--- src/design/hutb_pkg.sv ---
// Shared constants, baud table and helper functions for the UART transport bridge.
package hutb_pkg;
  localparam int unsigned HUTB_CLK_HZ = 200000000;
  localparam int HUTB_NRATES = 17;
  localparam int unsigned HUTB_RATE [HUTB_NRATES] = '{
    9600, 14400, 19200, 28800, 38400, 57600, 115200, 230400, 460800, 921600,
    144444, 150000, 2000000, 3000000, 3250000, 3692000, 4000000};
  localparam logic [4:0] HUTB_IDX_DEFAULT = 5'h06;
  localparam int HUTB_FIFO_DEPTH = 64;
  localparam int HUTB_FIFO_WIDTH = 8;
  localparam int HUTB_RTS_MARGIN = 4;
  localparam logic [3:0] HUTB_LAST_TX_BIT = 4'h9;
  localparam logic [3:0] HUTB_LAST_RX_DATA = 4'h8;
  localparam logic [15:0] HUTB_AB_MAX = 16'hFFFF;

  // Cycles per bit at the reference clock, rounded to nearest.
  function automatic logic [15:0] hutb_div(input logic [4:0] idx);
    int unsigned r;
    r = (int'(idx) < HUTB_NRATES) ? HUTB_RATE[idx] : HUTB_RATE[HUTB_IDX_DEFAULT];
    return 16'((HUTB_CLK_HZ + r / 2) / r);
  endfunction : hutb_div

  // Table entry whose bit time lies closest to a measured low run.
  function automatic logic [4:0] hutb_nearest(input logic [15:0] len);
    logic [4:0] best;
    logic [15:0] bd;
    logic [15:0] d;
    logic [15:0] dv;
    best = HUTB_IDX_DEFAULT;
    bd = HUTB_AB_MAX;
    for (int i = 0; i < HUTB_NRATES; i++) begin
      dv = hutb_div(5'(i));
      d = (len > dv) ? len - dv : dv - len;
      if (d < bd) begin
        bd = d;
        best = 5'(i);
      end
    end
    return best;
  endfunction : hutb_nearest
endpackage : hutb_pkg

--- src/design/hutb_link_if.sv ---
// Four-wire serial link between the device end and the host end.
`timescale 1ns/1ps
interface hutb_link_if;
  logic dev_txd;
  logic host_txd;
  logic dev_rts_n;
  logic host_rts_n;
  modport dev (output dev_txd, output dev_rts_n, input host_txd, input host_rts_n);
  modport host (output host_txd, output host_rts_n, input dev_txd, input dev_rts_n);
endinterface : hutb_link_if

--- src/design/hutb_dev.sv ---
// Device end of the UART transport: FIFO and bridge control.
`timescale 1ns/1ps

module hutb_fifo #(
  parameter int W = 8,
  parameter int D = 64
) (
  // Clock and reset.
  input wire logic ref_clk_in,
  input wire logic rst_in,
  // Fill side.
  input wire logic [W-1:0] in_data_in,
  input wire logic in_valid_in,
  output logic in_ready_out,
  // Drain side.
  output logic [W-1:0] out_data_out,
  output logic out_valid_out,
  input wire logic out_ready_in,
  output logic [$clog2(D):0] level_out
);
  localparam int AW = $clog2(D);
  logic [W-1:0] mem [D];
  logic [AW-1:0] wp_q, wp_d, rp_q, rp_d;
  logic [AW:0] cnt_q, cnt_d;
  logic rdy_q, rdy_d, val_q, val_d, push, pop;

  always_comb begin
    push = in_valid_in & rdy_q;
    pop = val_q & out_ready_in;
    wp_d = push ? AW'(wp_q + 1'b1) : wp_q;
    rp_d = pop ? AW'(rp_q + 1'b1) : rp_q;
    cnt_d = (AW+1)'(cnt_q + {{AW{1'b0}}, push} - {{AW{1'b0}}, pop});
    rdy_d = cnt_d < (AW+1)'(D);
    val_d = cnt_d != '0;
  end

  always_ff @(posedge ref_clk_in or posedge rst_in) begin
    if (rst_in) begin
      wp_q <= '0;
      rp_q <= '0;
      cnt_q <= '0;
      rdy_q <= 1'b1;
      val_q <= 1'b0;
    end else begin
      wp_q <= wp_d;
      rp_q <= rp_d;
      cnt_q <= cnt_d;
      rdy_q <= rdy_d;
      val_q <= val_d;
    end
  end

  always_ff @(posedge ref_clk_in) begin
    if (push) begin
      mem[wp_q] <= in_data_in;
    end
  end

  assign in_ready_out = rdy_q;
  assign out_valid_out = val_q;
  assign out_data_out = mem[rp_q];
  assign level_out = cnt_q;
endmodule : hutb_fifo

// Operation
// - Link uses RX, TX, RTS, CTS wires.
// - Baud rates span 9600 to 4 Mbps.
// - Seventeen fixed baud rates in the table.
// - Detect baud from host traffic, adopt it.
// - Vendor command changes baud; host follows.
// - Four-wire default rate is 115200 baud.
// - After reset take configuration or detected rate.
// - Combined rate error within two percent.
// - Three-wire mode ignores RTS and CTS.
// - Three-wire host holds device CTS low.
// - UART runs beside USB as secondary channel.
// - Bridge or generic traffic over the UART.
// - Two 64-byte FIFOs, receive and transmit.
// - Extra streams and commands from primary transport.
// - Select UART when CTS seen low at boot.
// - Bit timing derives from reference clock.
// - Autobaud only when UART is host transport.
module hutb_dev
  import hutb_pkg::*;
(
  // Clock and reset.
  input wire logic ref_clk_in,
  input wire logic rst_in,
  // Serial link.
  hutb_link_if.dev link,
  // Configuration.
  input wire logic cfg_valid_in,
  input wire logic [4:0] cfg_baud_idx_in,
  input wire logic three_wire_in,
  input wire logic bridge_mode_in,
  input wire logic autobaud_en_in,
  // Vendor rate command.
  input wire logic baud_set_valid_in,
  input wire logic [4:0] baud_set_idx_in,
  // Bytes to send on the UART.
  input wire logic [7:0] tx_data_in,
  input wire logic tx_valid_in,
  output logic tx_ready_out,
  // Bytes received from the UART.
  output logic [7:0] rx_data_out,
  output logic rx_valid_out,
  input wire logic rx_ready_in,
  // Status.
  output logic uart_sel_out,
  output logic [4:0] baud_idx_out,
  output logic baud_locked_out,
  output logic rx_err_out
);
  localparam logic [6:0] RTS_LEVEL = 7'(HUTB_FIFO_DEPTH - HUTB_RTS_MARGIN);
  logic [2:0] cts_s_q;
  logic cts_n_q, cts_n_d, sel_q, sel_d, lock_q, lock_d, rts_n_q, rts_n_d, err_q, err_d;
  logic [4:0] idx_q, idx_d;
  logic [15:0] ab_q, ab_d;
  logic active, allow, line, ser_txd, ser_rdy, ser_rval, ser_rerr, rx_push, rx_rdy;
  logic tf_val;
  logic [7:0] tf_data, ser_rdata;
  logic [6:0] rx_lvl;

  always_comb begin
    cts_n_d = (cts_s_q[1] == cts_s_q[2]) ? cts_s_q[2] : cts_n_q;
    sel_d = sel_q | !cts_n_q;
    active = sel_q | bridge_mode_in;
    allow = active & (three_wire_in | !cts_n_q);
    idx_d = idx_q;
    lock_d = lock_q;
    ab_d = ab_q;
    if (baud_set_valid_in && int'(baud_set_idx_in) < HUTB_NRATES) begin
      idx_d = baud_set_idx_in;
      lock_d = 1'b1;
    end else if (cfg_valid_in && int'(cfg_baud_idx_in) < HUTB_NRATES) begin
      idx_d = cfg_baud_idx_in;
      lock_d = 1'b1;
    end else if (autobaud_en_in && sel_q && !lock_q) begin
      // The first low run of host traffic is taken as one bit time.
      if (!line) begin
        ab_d = (ab_q == HUTB_AB_MAX) ? ab_q : ab_q + 16'h0001;
      end else if (ab_q != 16'h0000) begin
        idx_d = hutb_nearest(ab_q);
        lock_d = 1'b1;
        ab_d = 16'h0000;
      end
    end
    // Outside bridge mode, characters are dropped, not stored, while detection is still pending.
    rx_push = ser_rval & active & (lock_q | !autobaud_en_in | bridge_mode_in);
    err_d = ser_rerr | (rx_push & !rx_rdy);
    rts_n_d = three_wire_in ? 1'b0 : (rx_lvl >= RTS_LEVEL);
  end

  always_ff @(posedge ref_clk_in or posedge rst_in) begin
    if (rst_in) begin
      cts_s_q <= 3'h7;
      cts_n_q <= 1'b1;
      sel_q <= 1'b0;
      idx_q <= HUTB_IDX_DEFAULT;
      lock_q <= 1'b0;
      ab_q <= 16'h0000;
      rts_n_q <= 1'b1;
      err_q <= 1'b0;
    end else begin
      cts_s_q <= {cts_s_q[1:0], link.host_rts_n};
      cts_n_q <= cts_n_d;
      sel_q <= sel_d;
      idx_q <= idx_d;
      lock_q <= lock_d;
      ab_q <= ab_d;
      rts_n_q <= rts_n_d;
      err_q <= err_d;
    end
  end

  hutb_fifo #(.W(HUTB_FIFO_WIDTH), .D(HUTB_FIFO_DEPTH)) u_txf (
    .ref_clk_in(ref_clk_in), .rst_in(rst_in),
    .in_data_in(tx_data_in), .in_valid_in(tx_valid_in), .in_ready_out(tx_ready_out),
    .out_data_out(tf_data), .out_valid_out(tf_val), .out_ready_in(ser_rdy),
    .level_out()
  );

  hutb_fifo #(.W(HUTB_FIFO_WIDTH), .D(HUTB_FIFO_DEPTH)) u_rxf (
    .ref_clk_in(ref_clk_in), .rst_in(rst_in),
    .in_data_in(ser_rdata), .in_valid_in(rx_push), .in_ready_out(rx_rdy),
    .out_data_out(rx_data_out), .out_valid_out(rx_valid_out), .out_ready_in(rx_ready_in),
    .level_out(rx_lvl)
  );

  hutb_ser u_ser (
    .ref_clk_in(ref_clk_in), .rst_in(rst_in),
    .div_in(hutb_div(idx_q)),
    .rxd_in(link.host_txd), .txd_out(ser_txd), .rx_line_out(line),
    .tx_data_in(tf_data), .tx_valid_in(tf_val), .tx_allow_in(allow), .tx_ready_out(ser_rdy),
    .rx_data_out(ser_rdata), .rx_valid_out(ser_rval), .rx_err_out(ser_rerr)
  );

  assign link.dev_txd = ser_txd;
  assign link.dev_rts_n = rts_n_q;
  assign uart_sel_out = sel_q;
  assign baud_idx_out = idx_q;
  assign baud_locked_out = lock_q;
  assign rx_err_out = err_q;
endmodule : hutb_dev

--- src/design/hutb_host.sv ---
// Host end of the UART transport and the serial core that both ends share.
`timescale 1ns/1ps

module hutb_ser
  import hutb_pkg::*;
(
  // Clock and reset.
  input wire logic ref_clk_in,
  input wire logic rst_in,
  // Bit timing and pins.
  input wire logic [15:0] div_in,
  input wire logic rxd_in,
  output logic txd_out,
  output logic rx_line_out,
  // Transmit byte.
  input wire logic [7:0] tx_data_in,
  input wire logic tx_valid_in,
  input wire logic tx_allow_in,
  output logic tx_ready_out,
  // Received byte.
  output logic [7:0] rx_data_out,
  output logic rx_valid_out,
  output logic rx_err_out
);
  typedef enum logic [1:0] {TX_IDLE = 2'b01, TX_SHIFT = 2'b10} hutb_tx_e;
  typedef enum logic [1:0] {RX_IDLE = 2'b01, RX_RECV = 2'b10} hutb_rx_e;
  hutb_tx_e tst_q, tst_d;
  hutb_rx_e rst_q, rst_d;
  logic [2:0] s_q;
  logic line_q, line_d;
  logic [9:0] tsh_q, tsh_d;
  logic [15:0] tcnt_q, tcnt_d, rcnt_q, rcnt_d;
  logic [3:0] tbit_q, tbit_d, rbit_q, rbit_d;
  logic txd_q, txd_d, trdy_q, trdy_d;
  logic [7:0] rsh_q, rsh_d;
  logic rval_q, rval_d, rerr_q, rerr_d;

  always_comb begin
    // A level change counts only once the second and third stages agree.
    line_d = (s_q[1] == s_q[2]) ? s_q[2] : line_q;
    tst_d = tst_q;
    tsh_d = tsh_q;
    tcnt_d = tcnt_q;
    tbit_d = tbit_q;
    txd_d = txd_q;
    trdy_d = trdy_q;
    unique case (tst_q)
      TX_IDLE: begin
        trdy_d = tx_allow_in;
        if (tx_valid_in && trdy_q) begin
          tsh_d = {1'b1, tx_data_in, 1'b0};
          txd_d = 1'b0;
          tcnt_d = div_in - 16'h0001;
          tbit_d = 4'h0;
          trdy_d = 1'b0;
          tst_d = TX_SHIFT;
        end
      end
      TX_SHIFT: begin
        if (tcnt_q != 16'h0000) begin
          tcnt_d = tcnt_q - 16'h0001;
        end else if (tbit_q == HUTB_LAST_TX_BIT) begin
          trdy_d = tx_allow_in;
          tst_d = TX_IDLE;
        end else begin
          tsh_d = {1'b1, tsh_q[9:1]};
          txd_d = tsh_q[1];
          tbit_d = tbit_q + 4'h1;
          tcnt_d = div_in - 16'h0001;
        end
      end
    endcase
    rst_d = rst_q;
    rcnt_d = rcnt_q;
    rbit_d = rbit_q;
    rsh_d = rsh_q;
    rval_d = 1'b0;
    rerr_d = 1'b0;
    unique case (rst_q)
      RX_IDLE: begin
        if (!line_q) begin
          rcnt_d = {1'b0, div_in[15:1]};
          rbit_d = 4'h0;
          rst_d = RX_RECV;
        end
      end
      RX_RECV: begin
        if (rcnt_q != 16'h0000) begin
          rcnt_d = rcnt_q - 16'h0001;
        end else begin
          rcnt_d = div_in - 16'h0001;
          if (rbit_q == 4'h0) begin
            // A start bit that is high again at mid-bit was a glitch.
            rst_d = line_q ? RX_IDLE : RX_RECV;
            rbit_d = 4'h1;
          end else if (rbit_q <= HUTB_LAST_RX_DATA) begin
            rsh_d = {line_q, rsh_q[7:1]};
            rbit_d = rbit_q + 4'h1;
          end else begin
            rval_d = line_q;
            rerr_d = !line_q;
            rst_d = RX_IDLE;
          end
        end
      end
    endcase
  end

  always_ff @(posedge ref_clk_in or posedge rst_in) begin
    if (rst_in) begin
      s_q <= 3'h7;
      line_q <= 1'b1;
      tst_q <= TX_IDLE;
      tsh_q <= 10'h3FF;
      tcnt_q <= 16'h0000;
      tbit_q <= 4'h0;
      txd_q <= 1'b1;
      trdy_q <= 1'b0;
      rst_q <= RX_IDLE;
      rcnt_q <= 16'h0000;
      rbit_q <= 4'h0;
      rsh_q <= 8'h00;
      rval_q <= 1'b0;
      rerr_q <= 1'b0;
    end else begin
      s_q <= {s_q[1:0], rxd_in};
      line_q <= line_d;
      tst_q <= tst_d;
      tsh_q <= tsh_d;
      tcnt_q <= tcnt_d;
      tbit_q <= tbit_d;
      txd_q <= txd_d;
      trdy_q <= trdy_d;
      rst_q <= rst_d;
      rcnt_q <= rcnt_d;
      rbit_q <= rbit_d;
      rsh_q <= rsh_d;
      rval_q <= rval_d;
      rerr_q <= rerr_d;
    end
  end

  assign txd_out = txd_q;
  assign rx_line_out = line_q;
  assign tx_ready_out = trdy_q;
  assign rx_data_out = rsh_q;
  assign rx_valid_out = rval_q;
  assign rx_err_out = rerr_q;
endmodule : hutb_ser


--- src/flat_wrapper.sv ---
// flat-port wrapper written by rule: the top's interface ports become plain ports
module hutb_dev_flat import hutb_pkg::*;
  (ref_clk_in, rst_in, cfg_valid_in, cfg_baud_idx_in, three_wire_in, bridge_mode_in, autobaud_en_in, baud_set_valid_in, baud_set_idx_in, tx_data_in, tx_valid_in, tx_ready_out, rx_data_out, rx_valid_out, rx_ready_in, uart_sel_out, baud_idx_out, baud_locked_out, rx_err_out, link_dev_txd, link_dev_rts_n, link_host_txd, link_host_rts_n);
  hutb_link_if link_i ();
  input wire logic ref_clk_in;
  input wire logic rst_in;
  input wire logic cfg_valid_in;
  input wire logic [4:0] cfg_baud_idx_in;
  input wire logic three_wire_in;
  input wire logic bridge_mode_in;
  input wire logic autobaud_en_in;
  input wire logic baud_set_valid_in;
  input wire logic [4:0] baud_set_idx_in;
  input wire logic [7:0] tx_data_in;
  input wire logic tx_valid_in;
  output logic tx_ready_out;
  output logic [7:0] rx_data_out;
  output logic rx_valid_out;
  input wire logic rx_ready_in;
  output logic uart_sel_out;
  output logic [4:0] baud_idx_out;
  output logic baud_locked_out;
  output logic rx_err_out;
  output wire logic [$bits(link_i.dev_txd)-1:0] link_dev_txd;
  output wire logic [$bits(link_i.dev_rts_n)-1:0] link_dev_rts_n;
  input wire logic [$bits(link_i.host_txd)-1:0] link_host_txd;
  input wire logic [$bits(link_i.host_rts_n)-1:0] link_host_rts_n;
  assign link_dev_txd = link_i.dev_txd;
  assign link_dev_rts_n = link_i.dev_rts_n;
  assign link_i.host_txd = link_host_txd;
  assign link_i.host_rts_n = link_host_rts_n;
  hutb_dev u_core (.ref_clk_in(ref_clk_in), .rst_in(rst_in), .link(link_i), .cfg_valid_in(cfg_valid_in), .cfg_baud_idx_in(cfg_baud_idx_in), .three_wire_in(three_wire_in), .bridge_mode_in(bridge_mode_in), .autobaud_en_in(autobaud_en_in), .baud_set_valid_in(baud_set_valid_in), .baud_set_idx_in(baud_set_idx_in), .tx_data_in(tx_data_in), .tx_valid_in(tx_valid_in), .tx_ready_out(tx_ready_out), .rx_data_out(rx_data_out), .rx_valid_out(rx_valid_out), .rx_ready_in(rx_ready_in), .uart_sel_out(uart_sel_out), .baud_idx_out(baud_idx_out), .baud_locked_out(baud_locked_out), .rx_err_out(rx_err_out));
endmodule
--- config.mk ---
export PLATFORM = sky130hd
export DESIGN_NAME = hutb_dev_flat
export DESIGN_NICKNAME = d
export VERILOG_FILES = /design/src/design/hutb_pkg.sv /design/src/design/hutb_link_if.sv /design/src/design/hutb_dev.sv /design/src/design/hutb_host.sv /design/src/flat_wrapper.sv
export SDC_FILE = /design/constraint.sdc
export NUM_CORES = 2
export LEC_CHECK = 0
export BUFFER_PORTS_ARGS = -buffer_cell sky130_fd_sc_hd__buf_2
export CAP_MARGIN = 20
export CORE_AREA = 3 3 437 439
export CTS_CLUSTER_SIZE = 12
export DETAILED_ROUTE_END_ITERATION = 6
export DIE_AREA = 0 0 440 442
export PLACE_DENSITY = 0.56
export SYNTH_ARGS = -nofsm -noshare
export SYNTH_HDL_FRONTEND = slang
export SYNTH_SLANG_ARGS = --single-unit
--- constraint.sdc ---
create_clock -name ref_clk_in -period 84.3 [get_ports ref_clk_in]
set_input_delay 0 -clock ref_clk_in [delete_from_list [all_inputs] [get_ports ref_clk_in]]
set_output_delay 0 -clock ref_clk_in [all_outputs]
set_load 0.005 [all_outputs]
* Word level (Yosys, flattened, before mapping)
Memories as Yosys holds them, arrays and structs flattened. Cells that the tools add are included.
Storage, ports and cells: memories 3, input port bits 29, flip-flop bits (word level) 141, output and inout bits 20, bits in writable memories 1024, bits in read-only memories 1024
Operators by class: div/mod/pow operators 1, reduce and logical (&&, ||, !) cells 28, add/sub/neg operators 49, bitwise logic cells 19, order comparisons 42, eq/ne operators 19, mux-type cells 197
Memories:
- (no name shown) | words 32, bits a word 32, read ports 1, clocked after Yosys merged registers in 0, write ports 0, RTL line hutb_pkg.sv:19 | r = (int'(idx) < HUTB_NRATES) ? HUTB_RATE[idx] : HUTB_RATE[HUTB_IDX_DEFAULT];
- u_core.u_rxf.mem | words 64, bits a word 8, read ports 1, clocked after Yosys merged registers in 0, write ports 1, RTL line hutb_dev.sv:22 | logic [W-1:0] mem [D];
- u_core.u_txf.mem | words 64, bits a word 8, read ports 1, clocked after Yosys merged registers in 0, write ports 1, RTL line hutb_dev.sv:22
Operators with widths (count):
- $mux W16 | 121
- $lt A16 B16 Y1 | 16
- $mux W32 | 3
- $pmux W16 S2 | 2
- $mux W4 | 15
- $gt A16 B11 Y1 const B | 3
- $gt A16 B6 Y1 const B | 3
- $reduce_bool A16 Y1 | 3
- $sub A11 B16 Y16 const A | 3
- $sub A16 B1 Y16 const B | 3
- $sub A16 B11 Y16 const B | 3
- $sub A16 B6 Y16 const B | 3
- $sub A6 B16 Y16 const A | 3
- $add A28 B31 Y32 const A | 1
- $div A32 B32 Y32 | 1
- $gt A16 B13 Y1 const B | 2
- $gt A16 B14 Y1 const B | 2
- $gt A16 B7 Y1 const B | 2
- $sub A13 B16 Y16 const A | 2
- $sub A14 B16 Y16 const A | 2
- $sub A16 B13 Y16 const B | 2
- $sub A16 B14 Y16 const B | 2
- $sub A16 B7 Y16 const B | 2
- $sub A7 B16 Y16 const A | 2
- 56 further kinds | 154

* Depth between registers and ports, before layout
depth after elaboration 121, mapped depth 357, depth with buffers taken out 323

* Modules after synthesis
From an unflattened synthesis, not the netlist that was laid out.
Unflattened totals: cell total of the unflattened synthesis 8222, area total of the unflattened synthesis 85515.8 sq um
Modules (own cells, without submodules):
- hutb_dev | cells each 5760, times used 1, seq. area each 734.5 sq um, area an instance 39365.3 sq um
- hutb_fifo (u_core.u_rxf) | cells each 1012, times used 1, seq. area each 15901.5 sq um, area an instance 21012.7 sq um
- hutb_fifo (u_core.u_txf) | cells each 980, times used 1, seq. area each 15901.5 sq um, area an instance 20871.3 sq um
- hutb_ser | cells each 470, times used 1, seq. area each 1720.4 sq um, area an instance 4266.6 sq um

* Worst setup path after synthesis
No wires, ideal clock.
path kind register -> register, start register u_core.idx_q[1] (netlist: u_core.baud_idx_out[1]), end register u_core.u_ser.rcnt_q[14], required time 84.176 ns, arrival 72.853 ns, cell stages (with the launch flop) 345, setup slack 11.323 ns, period minus slack after synthesis 72.977 ns, path through dfstp_2 -> buf_2 -> inv_1 -> ha_1 -> buf_2 -> xnor2_1 -> nor2_1 -> nor2_1 -> inv_1 -> ha_1 -> and2_1 -> o2111ai_1 -> nand4_1 -> and2_1 -> clkbuf_1 -> inv_1 -> ha_1 -> o211a_1 -> (+309 left out) -> nor2b_1 -> o21ai_0 -> nand2b_1 -> a21oi_1 -> nor2_1 -> a2111oi_0 -> o221ai_1 -> a311oi_1 -> nand4_1 -> a211oi_2 -> o211a_4 -> ha_1 -> nand3_1 -> nor2_1 -> nand2_1 -> xnor2_1 -> a21oi_1 -> a211o_1
On the way: cells in the longest elaborated chain, start to end 10, elaborated cells on any way between the ends 12, classes of those cells 2 x add/sub; 1 x div; 1 x order compare; 6 x mux; 1 x bitwise; 1 x memory
RTL lines:
- start, declared | RTL line hutb_dev.sv:117 | logic [4:0] idx_q, idx_d;
- start signal, assigned | RTL line hutb_dev.sv:168 | idx_q <= idx_d;
- $not A5 Y6 (not written as such) | RTL line hutb_pkg.sv:19
- $mem_v2 Z32 W32
- $mux W32 (not written as such) (2 in series) | RTL line hutb_pkg.sv:19
- $mux W32 (*) | RTL line hutb_pkg.sv:19
- $add A28 B31 Y32 | RTL line hutb_pkg.sv:20 | return 16'((HUTB_CLK_HZ + r / 2) / r);
- $div A32 B32 Y32 (*) | RTL line hutb_pkg.sv:20
- $sub A16 B1 Y16 | RTL line hutb_host.sv:91 | rcnt_d = div_in - 16'h0001;
- $mux W16 | RTL line hutb_host.sv:88 | if (rcnt_q != 16'h0000) begin
- $pmux W16 S2 (*) | RTL line hutb_host.sv:79 | unique case (rst_q)
- end signal, assigned | RTL line hutb_host.sv:135 | rcnt_q <= rcnt_d;
- end, declared | RTL line hutb_host.sv:32 | logic [15:0] tcnt_q, tcnt_d, rcnt_q, rcnt_d;
Every way passes the cells marked *; elsewhere a longest branch is shown, timed or not. The select of a mux whose other input is x is not followed. A chain may end at the register's enable or synchronous reset.

* Worst setup path after layout
Ends and elaborated chain as after synthesis.

==> impl_metrics.json <==
{
  "cp-end-kind": "register",
  "fin_crit_ns": 78.28,
  "skew_ns": 0.0363,
  "timing.setup.critical_path_class": "register to register",
  "detailed_place.area_sq_um": 87500,
  "cts-buffers-inserted": 115,
  "hold_slack_ns": 0.0916,
  "max_slew.worst_pin.slew_ns": 1.12,
  "async_flop_share": 0.120,
  "tritoncts": "built",
  "postLayoutCellArea_sq_um": 91500,
  "port-buffer-count": 48,
  "netlist_instances": 7935,
  "worst_path_slowest_cell": "nor2_1",
  "syn-cell-area_sq_um": 84300,
  "final_setup_vio_count": 0,
  "detail-route-antenna-nets": 0,
  "final.setup.worst_slack_ns": 6.02,
  "timing.hold.worst.class": "primary input to register",
  "share_of_layout_cells_above_drive_strength_1": 0.132,
  "grt_antenna_before_repair": 2,
  "synth_top_flop_cell": "edfxtp_1",
  "clock_sink_count": 1163,
  "final-seq-area_sq_um": 34300,
  "synth_edf_count": 1024,
  "worst_path_most_repeated_cell": "o21a_1",
  "die_width_um": 440,
  "clock_insertion_delay_worst_skew_ns": 0.74,
  "route.detailed.vias_per_inst": 6.21,
  "grt_max_degree": 70,
  "num_vias": 65300,
  "cp_data_required_time_ns": 84.91,
  "placement.setup.worst_slack_ns": 3.36,
  "crit_path_max_incr_delay_ns": 0.73,
  "synth.yosys.warnings": 0,
  "ys_ff_latch": 1163,
  "part_of_the_yosys_area_used_for_sequential_elements": 0.406,
  "area_of_combinational_cells_with_multiple_inputs_sq_um": 47900,
  "report.final.slew_viol_count": 0,
  "detailedPlacementHpwl_um": 190000,
  "layout.nets": 8643,
  "fill_cells": 16900,
  "boundaryPins": 49,
  "critPathMaxFanout": 37,
  "critical_path.startpoint_type": "register",
  "status": "finished, final reports clean",
  "cts_root_buf": "clkbuf_16",
  "cts.htree.levels": 3,
  "synth_cell_type_count": 124,
  "grt_pass1_wl_um": 395000,
  "fmax_mhz": 12.8,
  "utilization": 0.488,
  "globalRouteTotalUtil": 0.264,
  "worst_slew_margin_rel": 0.252,
  "post_synth_main_area_contributors": "edfxtp_1 (36%), ha_1 (10%), mux4_2 (9.0%)",
  "routed_wire_length_per_instance_um": 25.2,
  "synthToLayoutAreaGrowth_pct": 8.53,
  "dieArea_sq_um": 194000,
  "period_share": 0.929,
  "max-cap-violations": 0,
  "synth_area_leader_cell": "edfxtp_1",
  "worst_setup_hold_path_clk_slew_ns": 0.06,
  "first_global_vias": 62600,
  "critical_path_arrival_ns": 78.89,
  "timing.final.hold_violations": 0,
  "cts-root-to-sink-buffers": 3,
  "die-height_um": 442,
  "start_util": 0.450,
  "detail_route.drc_violations": 0,
  "postRouteWirelength_um": 265000,
  "drt_pre_antenna_iters": 6,
  "globalRouteOverflowTotal": 0,
  "synth.avg_cell_area_sq_um": 10.6,
  "drt_iter0_drc": 6288,
  "gp_congestion": 0.985,
  "design.core.area_sq_um": 188000,
  "netlist.area_leader.share": 0.365,
  "rows": 159
}
[registers in the layout, indices dropped and copies added (netlist names), 7 cells and up]
name                      flops
u_core.u_ser.tcnt_q          16
u_core.ab_q                  16
u_core.u_rxf.mem            512
u_core.u_txf.level_out        7
u_core.u_rxf.level_out        7
u_core.u_ser.rx_data_out      8
u_core.u_txf.mem            512
u_core.u_ser.tsh_q            8
u_core.u_ser.rcnt_q          16
[final timing paths]
path	from	endpoint	slack (ns)	cells past startpoint
worst min register to register	u_core.cts_s_q[0]$_DFF_PP1_	u_core.cts_s_q[1]$_DFF_PP1_	0.36	0
min in group asynchronous	rst_in	u_core.uart_sel_out$_DFF_PP0_	0.43	4
worst min-delay path	three_wire_in	u_core.link.dev_rts_n$_DFF_PP1_	0.09	3
worst max register to register	u_core.baud_idx_out[1]$_DFFE_PP1P_	u_core.u_ser.rcnt_q[14]$_DFFE_PP0P_	6.02	312
max in group asynchronous	rst_in	u_core.u_rxf.rp_q[1]$_DFFE_PP0P_	81.91	6
worst max-delay path	u_core.baud_idx_out[1]$_DFFE_PP1P_	u_core.u_ser.rcnt_q[14]$_DFFE_PP0P_	6.02	312
[area by class of cell]
type,count,area share
Sequential cell,1163,0.375
Inverter,278,0.0115
Tap cell,2495,0.0341
Timing Repair Buffer,228,0.0190
Clock inverter,19,0.00217
Antenna cell,1,0.0000273
Multi-Input combinational cell,6130,0.523
Clock buffer,185,0.0354
[cell families (layout without fill, tap and decap cells)]
family,count (synthesis),count (layout),share of synthesized area
buf+inv,646,710,0.0293
fa+ha+maj,700,700,0.104
other cells,2,6,0.0000890
mux,584,584,0.122
compound gates,2029,2030,0.157
flops,1163,1163,0.406
xor+xnor,510,510,0.0530
simple gates,2301,2301,0.129
[worst max-delay path, delay by kind of cell, from the launching register on]
kind,cells,cell delay [ns]
compound gates,183,45.06
simple gates,74,16.60
fa+ha+maj,27,8.31
buf+inv,17,3.92
mux,9,2.88
flops,1,0.71
xor+xnor,2,0.44
[routing by layer]
metal / vias to the layer above / track usage / wire, um
li1: 30100 / - / -
met1: 32100 / 0.371 / 114000
met2: 2497 / 0.425 / 122000
met3: 518 / 0.0347 / 18800
met4: 0 / 0.0847 / 9440
met5: - / 0 / 0
[synth_stat cells (101+ instances only)]
library cell	number
o21a_1	230
inv_1	266
nand3_1	181
a21oi_1	578
nor3_1	200
mux4_2	337
nor2_1	719
ha_1	696
dfrtp_1	115
edfxtp_1	1024
mux2_2	147
xnor2_1	409
a21o_1	199
nand2_1	610
xor2_1	101
clkbuf_1	263
o21ai_0	378
[cells in the final DEF (no fill, tap or decap), drive strengths merged, types with 22 or more instances in the layout]
cell type / n
edfxtp: 1024
nor2: 721
ha: 696
nand2: 613
a21oi: 581
xnor2: 409
o21ai: 399
mux4: 337
inv: 283
o21a: 230
nor3: 203
a21o: 199
buf: 196
clkbuf: 186
nand3: 181
mux2: 149
dfrtp: 115
xor2: 101
nor2b: 98
mux2i: 98
nand4: 94
a31oi: 86
nand2b: 85
o31ai: 82
a211oi: 60
or2: 56
and2: 52
o211ai: 49
or3: 46
nor4: 34
and3: 32
dlygate4sd3: 31
o22ai: 28
a21boi: 27
a211o: 26
dfstp: 24
a2111oi: 24
o21bai: 22
[per-stage QoR]
step | TNS, ns | std cells
after floorplan | 0 | 7938
after CTS | 0 | 10500
after global routing | -0.0377 | 10500
final | 0 | 10500
after global placement | 0 | 10200
after detailed placement | 0 | 10300
[repair_timing]
action,4_1_cts,5_1_grt
endpoints found under the hold margin,538,0
resized for setup,0,29
setup buffers,0,5
hold buffers,31,0
setup endpoints to repair,0,32
Power is left out: the tool's default activity adds up to more than one toggle a clock period on the data nets, which glitch-free logic cannot reach.
